## src/pkg/on_chip_peripheral_bus_decode_pkg.sv

```systemverilog
// Package: register offset, enable bit positions, address windows and route codes for the peripheral enable decode.
package on_chip_peripheral_bus_decode_pkg;

    ////////////////////////////////////////////////////////////////////////////
    // Register.
    localparam logic [15:0] PERIPH_ENABLES_OFFSET = 16'hF024;
    localparam logic [11:0] PERIPH_ENABLES_RESET = 12'h005;
    localparam int ENABLE_BITS = 12;

    ////////////////////////////////////////////////////////////////////////////
    // Bit positions.
    localparam int FIRST_CAN_BIT = 0;
    localparam int SECOND_CAN_BIT = 1;
    localparam int SMALL_RAM_BIT = 2;
    localparam int LARGE_RAM_BIT = 3;
    localparam int RTC_BIT = 4;
    localparam int FLASH_BIT = 5;
    localparam int PWM_BIT = 6;
    localparam int ASYNC_BIT = 7;
    localparam int SYNC_BIT = 8;
    localparam int TWO_WIRE_BIT = 9;
    localparam int MISC_BIT = 10;
    localparam int PORT_BIT = 11;

    ////////////////////////////////////////////////////////////////////////////
    // Address windows (24-bit byte addresses, inclusive).
    localparam logic [23:0] SYNC_LO = 24'h00E800;
    localparam logic [23:0] SYNC_HI = 24'h00E8FF;
    localparam logic [23:0] ASYNC_LO = 24'h00E900;
    localparam logic [23:0] ASYNC_HI = 24'h00E9FF;
    localparam logic [23:0] TWO_WIRE_LO = 24'h00EA00;
    localparam logic [23:0] TWO_WIRE_HI = 24'h00EAFF;
    localparam logic [23:0] MISC_LO = 24'h00EB00;
    localparam logic [23:0] MISC_HI = 24'h00EB7F;
    localparam logic [23:0] PORT_LO = 24'h00EB80;
    localparam logic [23:0] PORT_HI = 24'h00EBFF;
    localparam logic [23:0] PWM_LO = 24'h00EC00;
    localparam logic [23:0] PWM_HI = 24'h00ECFF;
    localparam logic [23:0] RTC_LO = 24'h00ED00;
    localparam logic [23:0] RTC_HI = 24'h00EDFF;
    localparam logic [23:0] CAN_LO = 24'h00EC00;
    localparam logic [23:0] CAN_HI = 24'h00EFFF;
    localparam logic [23:0] SMALL_RAM_LO = 24'h00E000;
    localparam logic [23:0] SMALL_RAM_HI = 24'h00E7FF;
    localparam logic [23:0] FLASH_LO = 24'h090000;
    localparam logic [23:0] FLASH_HI = 24'h0EFFFF;
    localparam logic [23:0] LARGE_RAM_LO = 24'h0F0000;
    localparam logic [23:0] LARGE_RAM_HI = 24'h0FFFFF;

    ////////////////////////////////////////////////////////////////////////////
    // Route targets.
    typedef enum logic [1:0] {
        ROUTE_INTERNAL,
        ROUTE_ON_CHIP,
        ROUTE_EXTERNAL,
        ROUTE_NONE
    } route_t;

endpackage

```

## src/logic/window_match.sv

```systemverilog
// Holds the inclusive address window comparator used for every routing window.
`timescale 1ns/100ps
module window_match #(
    parameter logic [23:0] LO = 24'h000000,
    parameter logic [23:0] HI = 24'h000000
) (
    // Address.
    input wire logic [23:0] addr,
    // Result.
    output logic hit
);
    assign hit = (addr >= LO) && (addr <= HI);
endmodule

```

## src/logic/on_chip_peripheral_bus_peripheral_enable_decode.sv

```systemverilog
// Holds the peripheral enable register and the access routing decode of the on-chip peripheral bus.
// Functional notes
// - Extra ports off: external only if all off
// - Misc/timer off: external only if all off
// - Two-wire off: external only if all off
// - Sync serial off: external only if all off
// - Async serial off: printed list, sync omitted; the code waits for the whole group to be off, sync included
// - Second PWM off: external only if all off
// - Flash off: external only if large RAM off
// - Clock module off: external only if all off
// - Large RAM off: external only if flash off
// - Second CAN off: pins freed, conditional external
// - First CAN off: pins freed, conditional external
// - Reset enables first CAN and small RAM
// - Writes ignored after global bus enable set
`timescale 1ns/100ps
module on_chip_peripheral_bus_peripheral_enable_decode (
    // Clock and reset.
    input wire logic mclk,
    input wire logic rst,
    // Register port of the special function register space.
    input wire logic regSel,
    input wire logic regWrite,
    input wire logic [15:0] regAddr,
    input wire logic [15:0] regWdata,
    output logic [15:0] regRdata,
    output logic regHit,
    // Global enable from the system configuration register.
    input wire logic globalExtBusEnable,
    // CPU access request.
    input wire logic accessStart,
    input wire logic [23:0] accessAddr,
    // Routing result for the access in flight.
    output logic [1:0] accessRoute,
    output logic [11:0] onChipSelect,
    // Enable levels to the peripherals.
    output logic [11:0] peripheralEnables,
    output logic firstCanPinsOwned,
    output logic secondCanPinsOwned
);

    ////////////////////////////////////////////////////////////////////////////
    // State.
    typedef struct packed {
        logic [11:0] enables;
        logic [15:0] rdata;
        logic [1:0] route;
        logic [11:0] select;
    } state_t;

    state_t state_reg;
    state_t state_next;

    localparam int NW = 10;
    // Comparator order: sync, async, two-wire, misc, ports, PWM, clock, CAN, small RAM, flash.
    localparam logic [23:0] LOS [NW] = '{
        on_chip_peripheral_bus_decode_pkg::SYNC_LO,
        on_chip_peripheral_bus_decode_pkg::ASYNC_LO,
        on_chip_peripheral_bus_decode_pkg::TWO_WIRE_LO,
        on_chip_peripheral_bus_decode_pkg::MISC_LO,
        on_chip_peripheral_bus_decode_pkg::PORT_LO,
        on_chip_peripheral_bus_decode_pkg::PWM_LO,
        on_chip_peripheral_bus_decode_pkg::RTC_LO,
        on_chip_peripheral_bus_decode_pkg::CAN_LO,
        on_chip_peripheral_bus_decode_pkg::SMALL_RAM_LO,
        on_chip_peripheral_bus_decode_pkg::FLASH_LO
    };
    localparam logic [23:0] HIS [NW] = '{
        on_chip_peripheral_bus_decode_pkg::SYNC_HI,
        on_chip_peripheral_bus_decode_pkg::ASYNC_HI,
        on_chip_peripheral_bus_decode_pkg::TWO_WIRE_HI,
        on_chip_peripheral_bus_decode_pkg::MISC_HI,
        on_chip_peripheral_bus_decode_pkg::PORT_HI,
        on_chip_peripheral_bus_decode_pkg::PWM_HI,
        on_chip_peripheral_bus_decode_pkg::RTC_HI,
        on_chip_peripheral_bus_decode_pkg::CAN_HI,
        on_chip_peripheral_bus_decode_pkg::SMALL_RAM_HI,
        on_chip_peripheral_bus_decode_pkg::FLASH_HI
    };

    logic [NW-1:0] hits;
    logic largeRamHit;

    genvar gi;
    generate
        for (gi = 0; gi < NW; gi++) begin : g_win
            window_match #(.LO(LOS[gi]), .HI(HIS[gi])) u_win (
                .addr(accessAddr),
                .hit(hits[gi])
            );
        end
    endgenerate

    window_match #(.LO(on_chip_peripheral_bus_decode_pkg::LARGE_RAM_LO), .HI(on_chip_peripheral_bus_decode_pkg::LARGE_RAM_HI)) u_large (
        .addr(accessAddr),
        .hit(largeRamHit)
    );

    // True when every enable bit in mask is clear.
    function automatic logic allClear(input logic [11:0] en, input logic [11:0] mask);
        allClear = ((en & mask) == 12'h000);
    endfunction

    // Builds a mask with the two given enable bits set.
    function automatic logic [11:0] bitsOf(input int a, input int b);
        bitsOf = 12'h000;
        bitsOf[a] = 1'b1;
        bitsOf[b] = 1'b1;
    endfunction

    // Peripheral window group: both CAN, clock, async, sync, two-wire, PWM, misc, ports.
    localparam logic [11:0] PERIPH_MASK = 12'hFD3;

    ////////////////////////////////////////////////////////////////////////////
    // Next state.
    always_comb begin
        logic [11:0] en;
        logic [11:0] sel;
        logic ext;
        logic hitAny;
        en = 12'h000;
        sel = 12'h000;
        ext = 1'b0;
        hitAny = 1'b0;
        state_next = state_reg;
        state_next.rdata = 16'h0000;
        if (regSel && regWrite && regHit && !globalExtBusEnable) begin
            // Reserved bits are dropped; software must write them as zero anyway.
            state_next.enables = regWdata[11:0];
        end
        if (regSel && !regWrite && regHit) begin
            state_next.rdata = {4'h0, state_reg.enables};
        end
        if (accessStart) begin
            // The enables held before this edge steer the decode; a same-cycle write only affects later accesses.
            en = state_reg.enables;
            // Enabled modules own their windows. The CAN window overlaps the PWM and clock windows,
            // so those two win inside their own ranges while they are enabled.
            if (hits[0] && en[on_chip_peripheral_bus_decode_pkg::SYNC_BIT]) begin
                sel[on_chip_peripheral_bus_decode_pkg::SYNC_BIT] = 1'b1;
            end
            if (hits[1] && en[on_chip_peripheral_bus_decode_pkg::ASYNC_BIT]) begin
                sel[on_chip_peripheral_bus_decode_pkg::ASYNC_BIT] = 1'b1;
            end
            if (hits[2] && en[on_chip_peripheral_bus_decode_pkg::TWO_WIRE_BIT]) begin
                sel[on_chip_peripheral_bus_decode_pkg::TWO_WIRE_BIT] = 1'b1;
            end
            if (hits[3] && en[on_chip_peripheral_bus_decode_pkg::MISC_BIT]) begin
                sel[on_chip_peripheral_bus_decode_pkg::MISC_BIT] = 1'b1;
            end
            if (hits[4] && en[on_chip_peripheral_bus_decode_pkg::PORT_BIT]) begin
                sel[on_chip_peripheral_bus_decode_pkg::PORT_BIT] = 1'b1;
            end
            if (hits[5] && en[on_chip_peripheral_bus_decode_pkg::PWM_BIT]) begin
                sel[on_chip_peripheral_bus_decode_pkg::PWM_BIT] = 1'b1;
            end
            if (hits[6] && en[on_chip_peripheral_bus_decode_pkg::RTC_BIT]) begin
                sel[on_chip_peripheral_bus_decode_pkg::RTC_BIT] = 1'b1;
            end
            // The first CAN controller wins when both controllers are enabled.
            if (hits[7] && !(hits[5] && en[on_chip_peripheral_bus_decode_pkg::PWM_BIT])
                && !(hits[6] && en[on_chip_peripheral_bus_decode_pkg::RTC_BIT])) begin
                if (en[on_chip_peripheral_bus_decode_pkg::FIRST_CAN_BIT]) sel[on_chip_peripheral_bus_decode_pkg::FIRST_CAN_BIT] = 1'b1;
                else if (en[on_chip_peripheral_bus_decode_pkg::SECOND_CAN_BIT]) sel[on_chip_peripheral_bus_decode_pkg::SECOND_CAN_BIT] = 1'b1;
            end
            if (hits[8] && en[on_chip_peripheral_bus_decode_pkg::SMALL_RAM_BIT]) begin
                sel[on_chip_peripheral_bus_decode_pkg::SMALL_RAM_BIT] = 1'b1;
            end
            if (hits[9] && en[on_chip_peripheral_bus_decode_pkg::FLASH_BIT]) begin
                sel[on_chip_peripheral_bus_decode_pkg::FLASH_BIT] = 1'b1;
            end
            if (largeRamHit && en[on_chip_peripheral_bus_decode_pkg::LARGE_RAM_BIT]) begin
                sel[on_chip_peripheral_bus_decode_pkg::LARGE_RAM_BIT] = 1'b1;
            end
            hitAny = |hits || largeRamHit;
            if (sel == 12'h000) begin
                // Peripheral windows go outside only once the whole group is off.
                if (hits[0]) ext = allClear(en, PERIPH_MASK);
                if (hits[1]) ext = allClear(en, PERIPH_MASK);
                if (hits[2]) ext = allClear(en, PERIPH_MASK);
                if (hits[3]) ext = allClear(en, PERIPH_MASK);
                if (hits[4]) ext = allClear(en, PERIPH_MASK);
                if (hits[5] || hits[6] || hits[7]) ext = allClear(en, PERIPH_MASK);
                if (hits[8]) ext = 1'b1;
                if (hits[9]) ext = allClear(en, bitsOf(on_chip_peripheral_bus_decode_pkg::FLASH_BIT,
                    on_chip_peripheral_bus_decode_pkg::LARGE_RAM_BIT));
                if (largeRamHit) ext = allClear(en, bitsOf(on_chip_peripheral_bus_decode_pkg::FLASH_BIT,
                    on_chip_peripheral_bus_decode_pkg::LARGE_RAM_BIT));
            end
            state_next.select = sel;
            // A decoded window that is off but not yet released is blocked rather than sent outside.
            if (sel != 12'h000) state_next.route = on_chip_peripheral_bus_decode_pkg::ROUTE_ON_CHIP;
            else if (ext) state_next.route = on_chip_peripheral_bus_decode_pkg::ROUTE_EXTERNAL;
            else if (hitAny) state_next.route = on_chip_peripheral_bus_decode_pkg::ROUTE_NONE;
            else state_next.route = on_chip_peripheral_bus_decode_pkg::ROUTE_INTERNAL;
        end
    end

    ////////////////////////////////////////////////////////////////////////////
    // Registers.
    always_ff @(posedge mclk or posedge rst) begin
        if (rst) begin
            state_reg.enables <= on_chip_peripheral_bus_decode_pkg::PERIPH_ENABLES_RESET;
            state_reg.rdata <= 16'h0000;
            state_reg.route <= on_chip_peripheral_bus_decode_pkg::ROUTE_INTERNAL;
            state_reg.select <= 12'h000;
        end else begin
            state_reg <= state_next;
        end
    end

    ////////////////////////////////////////////////////////////////////////////
    // Outputs.
    assign regHit = (regAddr == on_chip_peripheral_bus_decode_pkg::PERIPH_ENABLES_OFFSET);
    assign regRdata = state_reg.rdata;
    assign accessRoute = state_reg.route;
    assign onChipSelect = state_reg.select;
    assign peripheralEnables = state_reg.enables;
    assign firstCanPinsOwned = state_reg.enables[on_chip_peripheral_bus_decode_pkg::FIRST_CAN_BIT];
    assign secondCanPinsOwned = state_reg.enables[on_chip_peripheral_bus_decode_pkg::SECOND_CAN_BIT];

endmodule

```

## config.mk

```make
export PLATFORM = sky130hd
export DESIGN_NAME = on_chip_peripheral_bus_peripheral_enable_decode
export DESIGN_NICKNAME = d
export VERILOG_FILES = /design/src/pkg/on_chip_peripheral_bus_decode_pkg.sv /design/src/logic/window_match.sv /design/src/logic/on_chip_peripheral_bus_peripheral_enable_decode.sv
export SDC_FILE = /design/constraint.sdc
export NUM_CORES = 1
export LEC_CHECK = 0
export ABC_AREA = 1
export BUFFER_PORTS_ARGS = -buffer_cell sky130_fd_sc_hd__buf_4
export CORE_AREA = 2 2 87 56
export CTS_BUF_LIST = sky130_fd_sc_hd__clkbuf_2
export DETAILED_ROUTE_END_ITERATION = 7
export DIE_AREA = 0 0 89 58
export GPL_ROUTABILITY_DRIVEN = 0
export GPL_TIMING_DRIVEN = 0
export PLACE_DENSITY = 0.85
export SLEW_MARGIN = 30
export SYNTH_ARGS = -nofsm -noshare
export SYNTH_HDL_FRONTEND = slang
export SYNTH_SLANG_ARGS = --single-unit
export TNS_END_PERCENT = 30
```

## constraint.sdc

```tcl
create_clock -name mclk -period 3.2 [get_ports mclk]
set_input_delay 0.32 -clock mclk [delete_from_list [all_inputs] [get_ports mclk]]
set_output_delay 0.32 -clock mclk [all_outputs]
set_load 0.02 [all_outputs]
```

==> reports/summary.txt <==
Status -> complete, no violations
CP Class -> flip-flop to output pin
Worst Path Arrival -> 1.26 ns
Fin. Hold Viols -> 0
CTS root buffer -> clkbuf_2
Num CTS Buffers -> 5
Tcrit/Tclk final -> 49.3%
First-pass GRT wire length -> 9.31 mm
# fillers -> 379
HPWL after detailed placement -> 4.81 mm
Startpoint types -> flip-flop
Top_reg_cell synth -> dfrtp_1
Synth async-reset ratio -> 100%
DR pass1 iterations -> 4
Die width -> 89 µm
Nets -> 455
ANT cells -> 0
Setup Fix Bufs, Post-CTS -> 0
Vias in the first global route -> 2042
# DRC -> 0
Synthesized cell area -> 0.00214 mm²
Cell repeated most along the worst path -> buf_4
Initial antenna violation count -> 0
Ports -> 107
Sequential area share after synthesis -> 44.5%
Core area -> 0.00437 mm²
Routed WL -> 5.94 mm
P&R area growth vs syn -> 40.4%
Highest achievable clock rate -> 0.633 GHz
Avg Inst Size Synth -> 7.51 µm²
Minimum clock period -> 1.58 ns
Clock Latency Late Sink -> 0.39 ns
Final instance area -> 0.00301 mm²
YS warnings -> 0
Rel. slew slack -> 47.0%
# setup viols final -> 0
Drt wl/cell -> 13.0 µm
Yosys reg bits -> 38
CTS tree -> yes
Largest net degree at the start of global routing -> 39
GR Util All Layers -> 23.8%
Critical-path top delay cell -> dfstp_2
CP peak stage delay -> 0.63 ns
Netlist cell types -> 29
Layout cell share with drive strength beyond 1 -> 33.8%
Clock Path Buffers -> 2
Fin. max-slew vios -> 0
Crit Path Max Fanout -> 6
GRT Residual Overflow -> 0
CTS resizes -> 0
Post-synth EDFFs -> 0
Cell count after synthesis -> 285
PortBufs -> 98
Vias per cell -> 4.91
Leakage -> 1.71 nW
Clk_skew -> 0.0179 ns
Placed cell areas -> 0.00297 mm²
Clk slew on worst S/H paths -> 0.19 ns
DIE AREA -> 0.00516 mm²
Max-cap violations -> 0
Die height -> 58 µm
Critical path data required time -> 2.88 ns
Worst-Margin Slew -> 0.794 ns
Iteration-0 DRC count of the detailed router -> 111
Power density over the cells -> 275 mW/mm²
Worst hold path type -> input port to async pin
CTS Hold Bufs -> 0
Crit. End Element -> output pin
Initial Util -> 48.9%
Setup_tns -> 0 ns
Maximum resistive drop on vdd -> 0.175 mV
Clock sinks -> 38
DRT antenna net count -> 0
CP cell instances -> buf_4, buf_4
RSZ-0062 raised after global routing -> no
# H-tree levels -> 2
Rows -> 19
Total number of vias -> 2246
[cells in the mapped netlist, drive strengths merged, types with 3 or more instances]
| cell | n | area (µm²) |
|---|---|---|
| dfrtp | 36 | 901 |
| inv | 53 | 199 |
| nand3 | 18 | 100 |
| o21ai | 27 | 139 |
| nor2 | 38 | 181 |
| nor4 | 5 | 31.3 |
| a21oi | 3 | 15.0 |
| clkbuf | 5 | 18.8 |
| buf | 7 | 60.1 |
| nand4 | 16 | 115 |
| nand2 | 65 | 251 |
| nor3 | 3 | 15.0 |
[through the flow]
stage	setup WS (ns)	instances	power, mW	hold WS, ns	util, %
3_3_place_gp	1.53	449	0.612	0.467	67.8
5_1_grt	1.55	457	0.861	0.0884	68.7
2_1_floorplan	1.82	288	0.541	0.409	-
6_report	1.62	457	0.827	0.0545	68.7
4_1_cts	1.59	457	0.832	0.0431	68.7
3_5_place_dp	1.46	449	0.615	0.480	67.8
[critical path, delay by kind of cell, from the launching register on]
family   cells  cell delay, ns
flops        1            0.63
buf+inv      2            0.25
[cells in the final DEF, fill, tap and decap left out, types with 3 or more instances in the layout]
master	netlist	layout
buf_4	6	104
nand2_1	62	62
inv_1	51	50
dfrtp_1	36	36
nor2_1	32	32
o21ai_0	25	25
nand3_1	16	16
nand4_1	15	15
clkbuf_2	0	8
nor4_1	5	5
clkbuf_1	5	5
conb_1	1	4
inv_2	2	3
nand2_2	3	3
nor2_2	3	3
a21oi_1	3	3
nor3_1	3	3
[sequential cells by signal (all words and copies together), names as in the netlist]
register           flops
accessRoute            2
regRdata              12
peripheralEnables     12
onChipSelect          12
[area by class of cell]
class	count	area (µm²)	area share, %
Buffer	12	78.8	2.62
Inverter	55	208	6.91
Timing Repair Buffer	98	736	24.5
Multi-Input combinational cell	183	912	30.3
Clock buffer	8	40.0	1.33
Sequential cell	38	953	31.7
Tap cell	63	78.8	2.62
[cell families (layout without fill, tap and decap cells)]
group                  Yosys count  in the layout  synth area share [%]
flip-flops                      38             38                  44.5
other                            1              4                 0.175
AO/OA/AOI/OAI                   32             32                  8.77
AND/OR/NAND/NOR                147            147                  33.1
buffers and inverters           67            173                  13.4
[layer usage]
metal	wire (µm)	up-vias	track usage, %	share of wire (%)
li1	-	1111	-	-
met1	2610	1008	33.5	44
met2	2500	118	36.4	42
met3	763	9	7.41	13
met4	63	0	5.97	1.1
met5	0	-	0	0
[worst paths after layout]
kind | to | slack [ns] | from | cells after the start
worst max-delay path | peripheralEnables[0] | 1.62 | peripheralEnables[0]$_DFFE_PP1P_ | 2
worst min-delay path | accessRoute[1]$_DFFE_PP0P_ | 0.05 | rst | 2
worst max register to register | accessRoute[0]$_DFFE_PP0P_ | 1.86 | peripheralEnables[4]$_DFFE_PP0P_ | 8
worst min register to register | onChipSelect[0]$_DFFE_PP0P_ | 0.52 | onChipSelect[0]$_DFFE_PP0P_ | 2
max in group asynchronous | accessRoute[0]$_DFFE_PP0P_ | 2.64 | rst | 2
min in group mclk | onChipSelect[10]$_DFFE_PP0P_ | 0.13 | accessStart | 2
[power breakdown]
group          internal, mW  switching, mW  total, mW
combinational        0.0614         0.0612      0.123
sequential            0.483        0.00111      0.484
clock                0.0645          0.156      0.221
total                 0.609          0.218      0.827
Power figures use the tool's default switching activity.
